**src/clock_mode_pkg.sv**
```systemverilog
package clock_mode_pkg;

    // register map, byte addresses on the Avalon-MM slave
    localparam int ADDR_W = 4;
    localparam logic [ADDR_W-1:0] BUS_CTRL_OFFSET = 4'h0;
    localparam logic [ADDR_W-1:0] MODE_STATUS_OFFSET = 4'h4;

    // bus control register field positions
    localparam int STOP_REQ_POS = 7;
    localparam int IDLE_REQ_POS = 6;
    localparam int PIN_WAKE_EN_POS = 5;
    localparam int PORT_D_WAKE_EN_POS = 4;
    localparam logic [7:0] BUS_CTRL_RESET = 8'h00;

    // mode status register field positions
    localparam int ST_MODE_LSB = 0;
    localparam int ST_OSC_RUN_POS = 3;
    localparam int ST_CLK_RUN_POS = 4;
    localparam int ST_WOKE_PIN_POS = 5;
    localparam int ST_WOKE_PORT_D_POS = 6;
    localparam int ST_DIV_TWO_POS = 7;

    localparam logic [31:0] READ_ZERO = 32'h0000_0000;

    // timing
    localparam int unsigned CLK_HZ = 100_000_000;
    localparam int unsigned MS_PER_S = 1000;
    localparam int unsigned WAKE_HOLD_MS = 4;
    localparam int unsigned OSC_STAB_MS = 4;
    localparam int unsigned WAKE_HOLD_CYCLES = WAKE_HOLD_MS * (CLK_HZ / MS_PER_S);
    localparam int unsigned OSC_STAB_CYCLES = OSC_STAB_MS * (CLK_HZ / MS_PER_S);
    localparam int CNT_W = 24;

    typedef enum logic [2:0] {
        MODE_RUN = 3'b000,
        MODE_IDLE = 3'b001,
        MODE_STOP = 3'b010,
        MODE_WAKE_HIGH = 3'b011,
        MODE_WAKE_FALL = 3'b100
    } clk_mode_t;

    typedef struct packed {
        clk_mode_t mode;
        logic [7:0] bus_ctrl;
        logic [CNT_W-1:0] cnt;
        logic div;
        logic proc_clk;
        logic phase_one;
        logic tick;
        logic osc_run;
        logic woke_pin;
        logic woke_port_d;
        logic ack;
        logic [31:0] rdata;
        logic pin_prev;
        logic port_d_prev;
    } clk_core_state_t;

endpackage

```
**src/clock_stop_idle_control.sv**
```systemverilog
// Added by the designer: the address map and the Avalon-MM register port.
`timescale 1ns/1ps
// Functional notes
// RULE1: internal clock is oscillator divided by two or one
// RULE2: crystal users must choose divide by two
// RULE3: writing one to bit 7 enters stop
// RULE4: stop halts oscillator, clock low, phase one high
// RULE5: stop ends on reset or 4 ms wake pin high; the code takes the pin only with bit 5 set
// RULE6: oscillator gets 4 ms to settle after stop
// RULE7: oscillator restarts on rise, timing on fall
// RULE8: idle freezes clock low, oscillator keeps running
// RULE9: bit 6 with bit 4 or 5 enters idle
// RULE10: wake pin falling edge ends idle when enabled
// RULE11: falling port d wake OR ends idle when enabled
// RULE12: reset clears stop and idle requests
module clock_stop_idle_control
    import clock_mode_pkg::*;
#(
    parameter logic DIV_BY_TWO = 1'b1,
    parameter int unsigned WAKE_HOLD = WAKE_HOLD_CYCLES,
    parameter int unsigned OSC_STAB = OSC_STAB_CYCLES
) (
    input wire logic core_clk,                 // oscillator reference clock
    input wire logic rst_n,                    // async reset, active low
    input wire logic [ADDR_W-1:0] avs_address, // byte address
    input wire logic avs_read,                 // read request
    input wire logic avs_write,                // write request
    input wire logic [31:0] avs_writedata,     // write data
    input wire logic [3:0] avs_byteenable,     // byte lanes
    output logic [31:0] avs_readdata,          // read data
    output logic avs_waitrequest,              // stall while high
    input wire logic external_wake_pin,        // wake pin, async
    input wire logic port_d_wake_input_a,      // port d wake a, async
    input wire logic port_d_wake_input_b,      // port d wake b, async
    output logic osc_enable,                   // oscillator running
    output logic proc_clk,                     // internal processor clock
    output logic phase_one_clock,              // complement of proc_clk
    output logic proc_tick                     // one pulse per proc_clk rise; held high with proc_clk in divide by one
);

    // the wake wait covers both the hold time and oscillator settling
    localparam int unsigned WAKE_NEED = (WAKE_HOLD > OSC_STAB) ? WAKE_HOLD : OSC_STAB;
    localparam logic [CNT_W-1:0] WAKE_LAST = CNT_W'(WAKE_NEED - 1);

    clk_core_state_t q;
    clk_core_state_t d;

    logic [2:0] pins_async;
    logic [2:0] pins_sync;
    logic wake_pin_s;
    logic port_d_or_s;
    logic bus_req;
    logic take;
    logic ctrl_hit;
    logic status_hit;
    logic pin_fall;
    logic port_d_fall;

    assign pins_async = {port_d_wake_input_b, port_d_wake_input_a, external_wake_pin};

    pin_sync #(
        .WIDTH(3)
    ) u_pin_sync (
        .core_clk(core_clk),
        .rst_n(rst_n),
        .pin_in(pins_async),
        .pin_out(pins_sync)
    );

    assign wake_pin_s = pins_sync[0];
    assign port_d_or_s = pins_sync[1] | pins_sync[2];

    // a request is accepted in its first cycle and answered in the next
    assign bus_req = avs_read | avs_write;
    assign take = bus_req & ~q.ack;
    assign ctrl_hit = (avs_address == BUS_CTRL_OFFSET);
    assign status_hit = (avs_address == MODE_STATUS_OFFSET);

    assign pin_fall = q.pin_prev & ~wake_pin_s;
    assign port_d_fall = q.port_d_prev & ~port_d_or_s;

    function automatic logic idle_armed(input logic [7:0] ctrl);
        idle_armed = ctrl[IDLE_REQ_POS]
            & (ctrl[PIN_WAKE_EN_POS] | ctrl[PORT_D_WAKE_EN_POS]);
    endfunction

    function automatic logic [31:0] status_word(input clk_core_state_t s);
        logic [31:0] w;
        w = READ_ZERO;
        w[ST_MODE_LSB +: 3] = s.mode;
        w[ST_OSC_RUN_POS] = s.osc_run;
        w[ST_CLK_RUN_POS] = (s.mode == MODE_RUN);
        w[ST_WOKE_PIN_POS] = s.woke_pin;
        w[ST_WOKE_PORT_D_POS] = s.woke_port_d;
        w[ST_DIV_TWO_POS] = DIV_BY_TWO;
        status_word = w;
    endfunction

    function automatic logic [7:0] clear_mode_req(input logic [7:0] ctrl);
        logic [7:0] c;
        c = ctrl;
        c[STOP_REQ_POS] = 1'b0;
        c[IDLE_REQ_POS] = 1'b0;
        clear_mode_req = c;
    endfunction

    always_comb begin
        d = q;
        d.tick = 1'b0;
        d.ack = take;
        d.pin_prev = wake_pin_s;
        d.port_d_prev = port_d_or_s;

        // register bus
        if (take && avs_write && ctrl_hit && avs_byteenable[0]) begin
            d.bus_ctrl = avs_writedata[7:0];
        end
        if (take && avs_write && status_hit && avs_byteenable[0]) begin
            // writing the status register clears the wake cause flags
            d.woke_pin = 1'b0;
            d.woke_port_d = 1'b0;
        end
        if (take && avs_read) begin
            if (ctrl_hit) begin
                d.rdata = {24'h00_0000, q.bus_ctrl};
            end else if (status_hit) begin
                d.rdata = status_word(q);
            end else begin
                d.rdata = READ_ZERO;
            end
        end

        // mode sequencing
        unique case (q.mode)
            MODE_RUN: begin
                d.osc_run = 1'b1;
                d.cnt = '0;
                if (q.bus_ctrl[STOP_REQ_POS]) begin
                    d.mode = MODE_STOP; // [RULE3]
                    d.osc_run = 1'b0; // [RULE4]
                end else if (idle_armed(q.bus_ctrl)) begin
                    d.mode = MODE_IDLE; // [RULE9]
                end else if (q.bus_ctrl[IDLE_REQ_POS]) begin
                    // idle with no wake source enabled would never end
                    d.bus_ctrl = clear_mode_req(q.bus_ctrl);
                end
            end
            MODE_IDLE: begin
                d.osc_run = 1'b1; // [RULE8]
                if (q.bus_ctrl[PIN_WAKE_EN_POS] && pin_fall) begin
                    d.mode = MODE_RUN; // [RULE10]
                    d.woke_pin = 1'b1;
                    d.bus_ctrl = clear_mode_req(d.bus_ctrl);
                end
                if (q.bus_ctrl[PORT_D_WAKE_EN_POS] && port_d_fall) begin
                    d.mode = MODE_RUN; // [RULE11]
                    d.woke_port_d = 1'b1;
                    d.bus_ctrl = clear_mode_req(d.bus_ctrl);
                end
            end
            MODE_STOP: begin
                d.osc_run = 1'b0; // [RULE4]
                d.cnt = '0;
                if (q.bus_ctrl[PIN_WAKE_EN_POS] && wake_pin_s) begin
                    d.mode = MODE_WAKE_HIGH;
                    d.osc_run = 1'b1; // [RULE7]
                end
            end
            MODE_WAKE_HIGH: begin
                d.osc_run = 1'b1;
                if (!wake_pin_s) begin
                    // pin dropped before the hold time: stay stopped
                    d.mode = MODE_STOP; // [RULE5]
                    d.osc_run = 1'b0;
                    d.cnt = '0;
                end else if (q.cnt == WAKE_LAST) begin
                    d.mode = MODE_WAKE_FALL; // [RULE5] [RULE6]
                end else begin
                    d.cnt = q.cnt + CNT_W'(1);
                end
            end
            MODE_WAKE_FALL: begin
                d.osc_run = 1'b1;
                if (!wake_pin_s) begin
                    d.mode = MODE_RUN; // [RULE7]
                    d.woke_pin = 1'b1;
                    d.bus_ctrl = clear_mode_req(d.bus_ctrl);
                end
            end
            default: begin
                d.mode = MODE_RUN;
                d.osc_run = 1'b1;
                d.cnt = '0;
            end
        endcase

        // internal clock generation, frozen low outside run; follows the next mode
        // so the clock is already low on the edge that drops the oscillator
        if (d.mode == MODE_RUN) begin
            if (DIV_BY_TWO) begin
                d.div = ~q.div; // [RULE1]
                d.proc_clk = ~q.div;
                d.tick = ~q.div;
            end else begin
                // divide by one: the core clock itself, gated by proc_tick
                d.div = 1'b0; // [RULE1]
                d.proc_clk = 1'b1;
                d.tick = 1'b1;
            end
        end else begin
            d.div = 1'b0;
            d.proc_clk = 1'b0; // [RULE4] [RULE8]
        end
        d.phase_one = ~d.proc_clk; // [RULE4]
    end

    always_ff @(posedge core_clk or negedge rst_n) begin
        if (!rst_n) begin
            q.mode <= MODE_RUN; // [RULE12]
            q.bus_ctrl <= BUS_CTRL_RESET; // [RULE12]
            q.cnt <= '0;
            q.div <= 1'b0;
            q.proc_clk <= 1'b0;
            q.phase_one <= 1'b1;
            q.tick <= 1'b0;
            q.osc_run <= 1'b1; // [RULE5] [RULE12]
            q.woke_pin <= 1'b0;
            q.woke_port_d <= 1'b0;
            q.ack <= 1'b0;
            q.rdata <= READ_ZERO;
            q.pin_prev <= 1'b0;
            q.port_d_prev <= 1'b0;
        end else begin
            q <= d;
        end
    end

    assign avs_waitrequest = bus_req & ~q.ack;
    assign avs_readdata = q.rdata;
    assign osc_enable = q.osc_run;
    assign proc_clk = q.proc_clk;
    assign phase_one_clock = q.phase_one;
    assign proc_tick = q.tick;

endmodule

```
**src/pin_sync.sv**
```systemverilog
`timescale 1ns/1ps
module pin_sync #(
    parameter int WIDTH = 1
) (
    input wire logic core_clk,            // core clock
    input wire logic rst_n,               // async reset, active low
    input wire logic [WIDTH-1:0] pin_in,  // asynchronous pin levels
    output logic [WIDTH-1:0] pin_out      // levels after two flops
);
    // state: stage one in the low half, stage two in the high half
    logic [2*WIDTH-1:0] sync_q;
    logic [2*WIDTH-1:0] sync_d;

    always_comb begin
        sync_d = {sync_q[WIDTH-1:0], pin_in};
    end

    always_ff @(posedge core_clk or negedge rst_n) begin
        if (!rst_n) begin
            sync_q <= '0;
        end else begin
            sync_q <= sync_d;
        end
    end

    // only the second stage leaves this module
    assign pin_out = sync_q[2*WIDTH-1:WIDTH];
endmodule

```
**config.mk**
```make
export PLATFORM = sky130hd
export DESIGN_NAME = clock_stop_idle_control
export DESIGN_NICKNAME = d
export VERILOG_FILES = /design/src/clock_mode_pkg.sv /design/src/clock_stop_idle_control.sv /design/src/pin_sync.sv
export SDC_FILE = /design/constraint.sdc
export NUM_CORES = 1
export LEC_CHECK = 0
export BUFFER_PORTS_ARGS = -buffer_cell sky130_fd_sc_hd__buf_4
export CAP_MARGIN = 5
export CORE_MARGIN = 1
export CORE_UTILIZATION = 46
export CTS_CLUSTER_DIAMETER = 30
export DETAILED_ROUTE_END_ITERATION = 16
export HOLD_SLACK_MARGIN = 0.05
export PLACE_DENSITY = 0.74
export SYNTH_ARGS = -nofsm -noshare
export SYNTH_HDL_FRONTEND = slang
export SYNTH_SLANG_ARGS = --single-unit
```
**constraint.sdc**
```tcl
create_clock -name core_clk -period 2.2 [get_ports core_clk]
set_input_delay 0.22 -clock core_clk [delete_from_list [all_inputs] [get_ports core_clk]]
set_output_delay 0.22 -clock core_clk [all_outputs]
set_load 0.01 [all_outputs]
```
==> results of run 1 <==
[stage by stage]
step | area, um^2 | setup slack (ns) | instances | util, %
floorplan | 3140 | 0.328 | 335 | -
global placement | 3260 | 0.138 | 411 | 51.1
detailed placement | 3260 | 0.0641 | 411 | 51.1
CTS | 3500 | 0.0737 | 431 | 54.9
global route | 3520 | 0.00511 | 432 | 55.2
finish | 3520 | 0.141 | 432 | 55.2
[worst max-delay path by stage]
stage	startpoint	endpoint	slack, ns	cells after the start
6_report	q[74]$_DFF_PN0_	q[65]$_DFFE_PN0P_	0.14	5
5_1_grt	q[74]$_DFF_PN0_	q[65]$_DFFE_PN0P_	0.005	5
4_1_cts	q[42]$_DFFE_PN0P_	phase_one_clock$_DFF_PN1_	0.07	6
3_5_place_dp	q[42]$_DFFE_PN0P_	phase_one_clock$_DFF_PN1_	0.06	6
3_3_place_gp	q[42]$_DFFE_PN0P_	phase_one_clock$_DFF_PN1_	0.14	6
2_1_floorplan	q[42]$_DFFE_PN0P_	phase_one_clock$_DFF_PN1_	0.33	6
[sequential cells by signal, summed over array words and instances (netlist names)]
register	count
phase_one_clock	1
u_pin_sync.sync_q	6
q	41
osc_enable	1
avs_readdata	8
[cell families (layout without fill, tap and decap cells)]
group,count (synthesis),count (layout),synth area share (%)
muxes,16,16,5.45
other,1,24,0.123
buffers and inverters,48,68,10.1
DFF,57,57,46.8
and+or+nand+nor,129,129,24.3
adders and majority gates,1,1,0.410
AOI/OAI and AO/OA,54,54,11.1
xor gates and xnor gates,6,6,1.72
[cell type report]
class | instances | area (um^2) | area share (%)
well taps | 77 | 96.3 | 2.73
repair buffers | 48 | 370 | 10.5
clock inverters | 3 | 40.0 | 1.14
flip-flops and latches | 57 | 1430 | 40.6
inverters | 4 | 15.0 | 0.426
multi-input cells | 230 | 1410 | 40.1
clock buffers | 13 | 159 | 4.51
[placed cells by master, fill, tap and decap left out, drive strengths merged, types with 3 or more instances in the layout]
master,count
buf,44
nand4,6
nor2,24
nor3,3
inv,4
and2,3
o21ai,17
dlygate4sd3,4
a21oi,14
nor2b,4
o31ai,10
nand2b,3
conb,24
mux2,5
mux2i,11
dfrtp,55
or3,12
xor2,5
and3,6
clkbuf,13
nand2,31
nor4,6
or4,4
nand3,12
[layer usage]
layer / track usage (%) / vias to the layer above
met5: 0 / -
met4: 10.0 / 0
met3: 4.35 / 12
met2: 26.8 / 60
met1: 25.6 / 1120
li1: - / 1133
[worst max-delay path, cell delays in order (launching register included)]
cell,delay [ns]
dfrtp_1,0.43
nor3b_1,0.21
nor4_4,0.57
nand3_2,0.21
or4_1,0.50
nand2_1,0.08
[repair_timing]
item / CTS / global route
setup endpoints to repair: 0 / 6
hold endpoints to repair: 58 / 0
gates resized for setup: 0 / 3
buffers inserted: 0 / 1
hold buffers: 4 / 0
[power groups by stage]
stage               Sequential (uW)  Combinational (uW)  Clock [uW]
floorplan                      1150                 190           0
global placement               1160                 236           0
detailed placement             1170                 242           0
CTS                            1150                 248        1000
global route                   1150                 275        1050
finish                         1150                 246         972
==> flow_metrics.tcl, run 1 <==
set metrics [dict create \
    rr_startpoint "q[74]$_DFF_PN0_" \
    wl_per_cell_um 13.7 \
    io_pins 84 \
    p_sw_uw 574 \
    synth_edf_count 0 \
    hold_depth 3 \
    ff2ff_setup_slack_ns 0.14 \
    postSynthAreaPerCell_um2 9.79 \
    grt_max_degree 58 \
    synth_warnings 0 \
    start_kind "flop" \
    grt_pass1_vias 2166 \
    final_layout_size_suffix_gt1_share_pct 21.7 \
    wl_met1_mm 2.85 \
    wl_met2_mm 2.68 \
    timing.hold.ws_ns 0.107 \
    grt_use_total_pct 18.4 \
    fin_crit_ns 2.06 \
    postSynthRegisterBits 57 \
    area_growth_pct 15.4 \
    yosysSeqAreaShare_pct 46.8 \
    powerDensity_mw_per_mm2 672 \
    drv_slew 0 \
    syn-cell-area_mm2 0.00305 \
    via_count 2325 \
    async_reset_ff_share_pct 100 \
    clk_path_buf_depth 2 \
    drc 0 \
    r2r-end "q[65]$_DFFE_PN0P_" \
    setup_tns_ns 0 \
    clock-sinks 57 \
    vias_per_cell 5.38 \
    antenna_cells 0 \
    grt_overflow 0 \
    ff2ff_path_depth 5 \
    fp.dieH_um 83.5 \
    layout.nets 398 \
    nFillCells 587 \
    rsz0062_at_grt "false" \
    max_freq_mhz 486 \
    yosysMostFrequentCell "dfrtp_1" \
    crit_fanout 9 \
    yosys.cell_types.count 51 \
    ys_dominant_reg_cell "dfrtp_1" \
    met3_length_um 256 \
    setup_viol 0 \
    clockPowerShare_pct 41.1 \
    cts_made_buffers 9 \
    wirelength_mm 5.93 \
    worstMarginPinSlew_ns 0.702 \
    min_to "q[70]$_DFFE_PN0P_" \
    syn-instance-count 312 \
    root_buffer "clkbuf_8" \
    status "complete, no violations" \
    cts.htree.levels 3 \
    hp-start "avs_writedata[4]" \
    start_util_pct 47.8 \
    required_ns 2.47 \
    min_path_type "in -> reg" \
    yosys-top-cells-count "dfrtp_1 (55), buf_4 (33), nand2_1 (31), nor2_1 (24), o21ai_0 (17)" \
    slew_headroom_pct 53.2 \
    drt-initial-drc-count 109 \
    fin_skew_ns 0.0119 \
    core-area_mm2 0.00639 \
    final_antenna_net_count 0 \
    io_buffers 32 \
    drv_cap 0 \
    drt_pass1_iterations 4 \
    hpwl_mm 4.14 \
    row_count 29 \
    critPathArrivalTime_ns 2.33 \
    combPwrFrac_pct 10.4 \
    place_congestion 0.859 \
    grt_pass1_wl_mm 10.1 \
    die-area_mm2 0.00697 \
    endpoint_kind "flop" \
    antenna_found_initial 0 \
    path_class "reg -> reg" \
    synth_top_area_share_pct 45.1 \
    swShare_pct 24.3 \
    clk_latency_ns 0.33 \
    peakVddDrop_mv 0.341 \
    highest_layer "met4" \
    leakage_uw 0.00159 \
    p_seq_share_pct 48.5 \
    synth_area_leaders "dfrtp_1 (45%), buf_4 (8.1%), nand2_1 (3.8%), mux2i_1 (3.6%), nor2_1 (3.0%)" \
    internal_power_uw 1790 \
    power.total_uw 2370 \
    synth.largest_area_cell "dfrtp_1" \
    clkSlewWorstSetupHoldPaths_ns 0.07 \
    finalHoldViolCount 0 \
    die_w_um 83.5 \
    min_period_over_period_pct 93.6 \
    cts_tree "yes" \
]
Note: power is estimated with default switching activity, not from simulation.
==> run 2: changes to the inputs <==
ABC_AREA = 0   (was default)
clock period = 2 ns   (was 2.2 ns; I/O delays follow)
==> run 2 against run 1 <==
Compared with the run above:
- combinational power up 16%
- clock power up 19%
- via count up 1.9%
- final cell count up 4.2%
- fmax up 6.1%
- die area unchanged
- sequential share of layout area down 2.3 points
- setup slack worse by 0.081 ns
- critical path type unchanged
- largest power group unchanged
==> flow_metrics.tcl, run 2 (same netlist as run 1, synthesis figures left out) <==
set metrics [dict create \
    final_antenna_net_count 0 \
    clk_latency_ns 0.34 \
    status "complete, no violations" \
    clkSlewWorstSetupHoldPaths_ns 0.07 \
    wl_per_cell_um 13.8 \
    regMostFlops "q" \
    endpoint_kind "flop" \
    die-area_mm2 0.00697 \
    clk_path_buf_depth 2 \
    grt_pass1_wl_mm 10.4 \
    slew_headroom_pct 51.4 \
    rsz0062_at_grt "true" \
    place_congestion 0.864 \
    drt_pass1_iterations 4 \
    max_freq_mhz 515 \
    via_count 2370 \
    drv_cap 0 \
    clock-sinks 57 \
    min_path_type "in -> reg" \
    drc 0 \
    post-place-cells 428 \
    hold_depth 3 \
    finalHoldViolCount 0 \
    cts_tree "yes" \
    peakVddDrop_mv 0.448 \
    powerDensity_mw_per_mm2 725 \
    path_class "reg -> reg" \
    drv_slew 0 \
    setup_viol 0 \
    die_w_um 83.5 \
    grt_use_met3_pct 4.45 \
    met1_usage_pct 24.4 \
    antenna_cells 0 \
    wirelength_mm 6.23 \
    grt.met2_usage_pct 29.4 \
    row_count 29 \
    fin_crit_ns 1.94 \
    grt_overflow 0 \
    nFillCells 559 \
    layout_commonest_cell "buf_4" \
    cts.htree.levels 3 \
    worstMarginPinSlew_ns 0.729 \
    final_layout_size_suffix_gt1_share_pct 29.0 \
    antenna_found_initial 0 \
    cts_made_buffers 9 \
    dpl_cell_area_mm2 0.00339 \
    layout.nets 416 \
    layout_common_cells "buf_4 (61), dfrtp_1 (54), nand2_1 (29), nor2_1 (24), conb_1 (24)" \
    hpwl_mm 4.26 \
    grt_use_total_pct 18.6 \
    ff2ff_path_depth 6 \
    drt-initial-drc-count 86 \
    largest_reg_flops 41 \
    io_buffers 32 \
    grt_max_degree 58 \
    core-area_mm2 0.00639 \
    required_ns 2.27 \
    top_usage_layer "met2" \
    critPathArrivalTime_ns 2.21 \
    stdcell_area_mm2 0.00374 \
    fp.dieH_um 83.5 \
    start_util_pct 47.8 \
    leakage_uw 0.00168 \
    finalNonFillerCells 450 \
    area_growth_pct 22.4 \
    min_period_over_period_pct 97.0 \
    io_pins 84 \
    root_buffer "clkbuf_8" \
    grt_pass1_vias 2213 \
    crit_fanout 5 \
    vias_per_cell 5.27 \
    start_kind "flop" \
    fin_skew_ns 0.00792 \
]
==> run 2: cell types whose count changed in the layout (fill, tap and decap cells not counted), moves of 2 or more <==
cell      before  now
buf_4         44   61
a21oi_1       14   12
a21oi_2        0    2
clkbuf_8      11    9
nand2_1       31   29
nand2_2        0    2
==> run 2: area by class of cell <==
class | count | area, um^2 | share of cell area, %
inverters | 4 | 15.0 | 0.402
flip-flops and latches | 57 | 1430 | 38.3
multi-input cells | 230 | 1480 | 39.5
repair buffers | 66 | 509 | 13.6
clock inverters | 6 | 82.6 | 2.21
well taps | 77 | 96.3 | 2.58
clock buffers | 10 | 128 | 3.42
==> run 2: power by group <==
group	total, uW	leakage, uW	switching (uW)	internal, uW
clock network	1160	0.000106	467	695
registers	1260	0.000748	44.3	1220
logic	286	0.000825	161	125
==> run 2: worst paths after layout <==
check	from	to	slack (ns)
min	avs_writedata[4]	q[70]$_DFFE_PN0P_	0.09
max reg2reg	q[50]$_DFFE_PN0P_	q[42]$_DFFE_PN0P_	0.06
max in group asynchronous	rst_n	q[75]$_DFF_PN0_	1.03
max	q[50]$_DFFE_PN0P_	q[42]$_DFFE_PN0P_	0.06
min reg2reg	u_pin_sync.sync_q[1]$_DFF_PN0_	u_pin_sync.sync_q[4]$_DFF_PN0_	0.35
min in group asynchronous	rst_n	q[34]$_DFF_PN0_	0.44
==> run 2: through the flow <==
| step | utilization, % | total power (uW) | hold slack, ns | setup TNS [ns] | worst slack, ns |
|---|---|---|---|---|---|
| floorplan | - | 1480 | -0.0956 | 0 | 0.128 |
| global placement | 53.1 | 1550 | 0.297 | 0 | 0.0305 |
| detailed placement | 53.1 | 1560 | 0.310 | -0.0157 | -0.0106 |
| CTS | 57.1 | 2730 | 0.0845 | 0 | 0.0366 |
| global route | 58.5 | 2820 | 0.0916 | -0.0782 | -0.0456 |
| finish | 58.5 | 2710 | 0.0941 | 0 | 0.0593 |
==> run 2: repair_timing <==
item,4_1_cts,5_1_grt
pin swaps,0,5
endpoints found under the hold margin,58,0
buffers inserted,0,2
endpoints found under the setup margin,6,16
hold buffers,4,0
resized for setup,2,16
==> run 2: layer usage <==
layer	part of all wire [%]	routed length (um)
met4	1.9	117
met1	46	2870
met5	0	0
met3	4.0	252
met2	48	2990
==> run 2: worst max-delay path, cell delays in order, from the launching register on <==
cell      delay, ns
dfrtp_1        0.42
nor4bb_2       0.29
nand3b_1       0.21
buf_4          0.20
or4_4          0.46
nand2_2        0.14
mux2_2         0.16
==> run 3: changes to the inputs <==
ABC_AREA = 1   (was 0)
PLACE_DENSITY = 0.72   (was 0.74)
==> run 3 against run 2 <==
Compared with the run above:
- via count grew 28%
- sequential cell count did not move
- cell area increased by 4.9%
- critical endpoint is now q[73]$_DFF_PN0_
- setup slack improved by 0.26 ns
- largest cell class unchanged
==> flow_metrics.tcl, run 3 <==
set metrics [dict create \
    startpoint "q[74]$_DFF_PN0_" \
    max_freq_mhz 594 \
    async_reset_ff_share_pct 100 \
    postSynthRegisterBits 57 \
    postSynthAreaPerCell_um2 7.55 \
    regMostFlops "q" \
    synth_edf_count 0 \
    area_growth_pct 14.1 \
    hold_depth 3 \
    start_util_pct 47.4 \
    clkSlewWorstSetupHoldPaths_ns 0.07 \
    finalHoldViolCount 0 \
    grt_pass1_wl_mm 13.1 \
    synth_warnings 0 \
    antenna_cells 0 \
    path_class "reg -> reg" \
    wl_per_cell_um 13.0 \
    yosys-top-cells-count "nand2_1 (120), nor2_1 (57), dfrtp_1 (55), inv_1 (45)" \
    final_antenna_net_count 0 \
    swShare_pct 35.1 \
    p_sw_uw 1300 \
    grt_max_degree 58 \
    r2r-end "q[73]$_DFF_PN0_" \
    setup_viol 0 \
    syn-instance-count 455 \
    powerDensity_mw_per_mm2 946 \
    drt-initial-drc-count 143 \
    yosysMostFrequentCell "nand2_1" \
    critPathArrivalTime_ns 1.92 \
    layout.nets 543 \
    cts.htree.levels 3 \
    cts_made_buffers 9 \
    dpl_cell_area_mm2 0.00366 \
    synth.largest_area_cell "dfrtp_1" \
    final_layout_size_suffix_gt1_share_pct 17.4 \
    io_buffers 32 \
    fin_crit_ns 1.68 \
    clk_path_buf_depth 2 \
    slew_headroom_pct 52.5 \
    grt_use_total_pct 22.0 \
    drc 0 \
    status "complete, no violations" \
    clk_latency_ns 0.35 \
    root_buffer "clkbuf_8" \
    drv_cap 0 \
    drv_slew 0 \
    core-area_mm2 0.00725 \
    io_pins 84 \
    worstMarginPinSlew_ns 0.712 \
    min_path_type "in -> reg" \
    internal_power_uw 2410 \
    crit_fanout 5 \
    stdcell_area_mm2 0.00392 \
    drt_pass1_iterations 5 \
    place_congestion 0.912 \
    via_count 3037 \
    hpwl_mm 5.69 \
    min_period_over_period_pct 84.1 \
    ff2ff_path_depth 8 \
    synth_area_leaders "dfrtp_1 (40%), nand2_1 (13%), buf_4 (7.2%), nor2_1 (6.2%), nand4_1 (5.1%)" \
    start_kind "flop" \
    leakage_uw 0.00192 \
    power.total_uw 3710 \
    wirelength_mm 7.77 \
    syn-cell-area_mm2 0.00343 \
    min_to "q[69]$_DFFE_PN0P_" \
    clock-sinks 57 \
    cts_tree "yes" \
    vias_per_cell 5.07 \
    largest_reg_flops 41 \
    hp-start "avs_writedata[3]" \
    grt_overflow 0 \
    fin_skew_ns 0.00578 \
    ys_dominant_reg_cell "dfrtp_1" \
    setup_tns_ns 0 \
    clockPowerShare_pct 32.9 \
    layout_common_cells "nand2_1 (120), nor2_1 (57), dfrtp_1 (55), inv_1 (45), buf_4 (42)" \
    rsz0062_at_grt "false" \
    p_seq_share_pct 38.4 \
    layout_commonest_cell "nand2_1" \
    required_ns 2.23 \
    fp.dieH_um 88.4 \
    die_w_um 88.4 \
    yosysSeqAreaShare_pct 41.6 \
    synth_top_area_share_pct 40.1 \
    timing.hold.ws_ns 0.0817 \
    endpoint_kind "flop" \
    grt_pass1_vias 2729 \
    peakVddDrop_mv 0.414 \
    ff2ff_setup_slack_ns 0.32 \
    die-area_mm2 0.00782 \
    yosys.cell_types.count 41 \
    rr_startpoint "q[74]$_DFF_PN0_" \
    combPwrFrac_pct 28.8 \
    antenna_found_initial 0 \
    row_count 31 \
]
[run 3: power groups by stage]
stage	clock (uW)	combinational (uW)	sequential, uW
after floorplan	0	791	1440
after global placement	0	1040	1440
after detailed placement	0	1050	1440
after CTS	1230	1070	1420
after global routing	1290	1190	1450
final	1220	1070	1420
[run 3: how the worst max path moves through the flow]
stage	end	slack (ns)	cells after the start
2_1_floorplan	q[59]$_DFFE_PN0P_	0.37	11
3_3_place_gp	q[73]$_DFF_PN0_	0.38	8
3_5_place_dp	q[41]$_DFF_PN0_	0.35	11
4_1_cts	q[41]$_DFF_PN0_	0.32	11
5_1_grt	q[49]$_DFFE_PN0P_	0.12	8
6_report	q[73]$_DFF_PN0_	0.32	8
[run 3: what timing repair did]
action / in CTS / in global routing
hold endpoints to repair: 58 / 0
setup endpoints to repair: 0 / 0
resized for setup: 0 / 0
hold buffers: 4 / 0
buffers inserted: 0 / 0
[run 3: layout make-up]
class	instances	area, um^2
clock buffer	11	141
clock inverter	5	78.8
fill	689	3330
inverter	51	194
multi-input combinational	330	1600
sequential	57	1430
tap	99	124
timing repair buffer	46	355
[run 3: critical path, stage by stage, from the launching register on]
cell and delay [ns]:
dfrtp_1 0.42, nor2_1 0.20, inv_1 0.09, nor2_2 0.19
nand4_1 0.25, nand2_1 0.14, nand3_1 0.11, o211ai_1 0.11
inv_1 0.05
[run 3: kinds of logic (layout without fill, tap and decap cells)]
logic type      after synthesis  in the layout  share of synthesized area, %
other cells                   1             24                         0.109
compound gates               44             44                          8.16
xor+xnor                      3              3                         0.765
flops                        57             57                          41.6
fa+ha+maj                     1              1                         0.364
simple gates                258            258                          34.6
buf+inv                      91            113                          14.4
[run 3: through the flow]
step	utilization, %	setup slack [ns]	cells
4_1_cts	54.0	0.323	599
2_1_floorplan	-	0.369	478
5_1_grt	54.0	0.125	599
3_5_place_dp	50.5	0.345	579
6_report	54.0	0.317	599
3_3_place_gp	50.5	0.381	579
[run 3: layer usage]
layer / vias up / routed length (um) / GRT usage [%] / share of wire [%]
li1: 1506 / - / - / -
met1: 1416 / 3630 / 31.4 / 47
met2: 105 / 3600 / 33.8 / 46
met3: 10 / 424 / 4.20 / 5.5
met4: 0 / 111 / 7.04 / 1.4
met5: - / 0 / 0 / 0
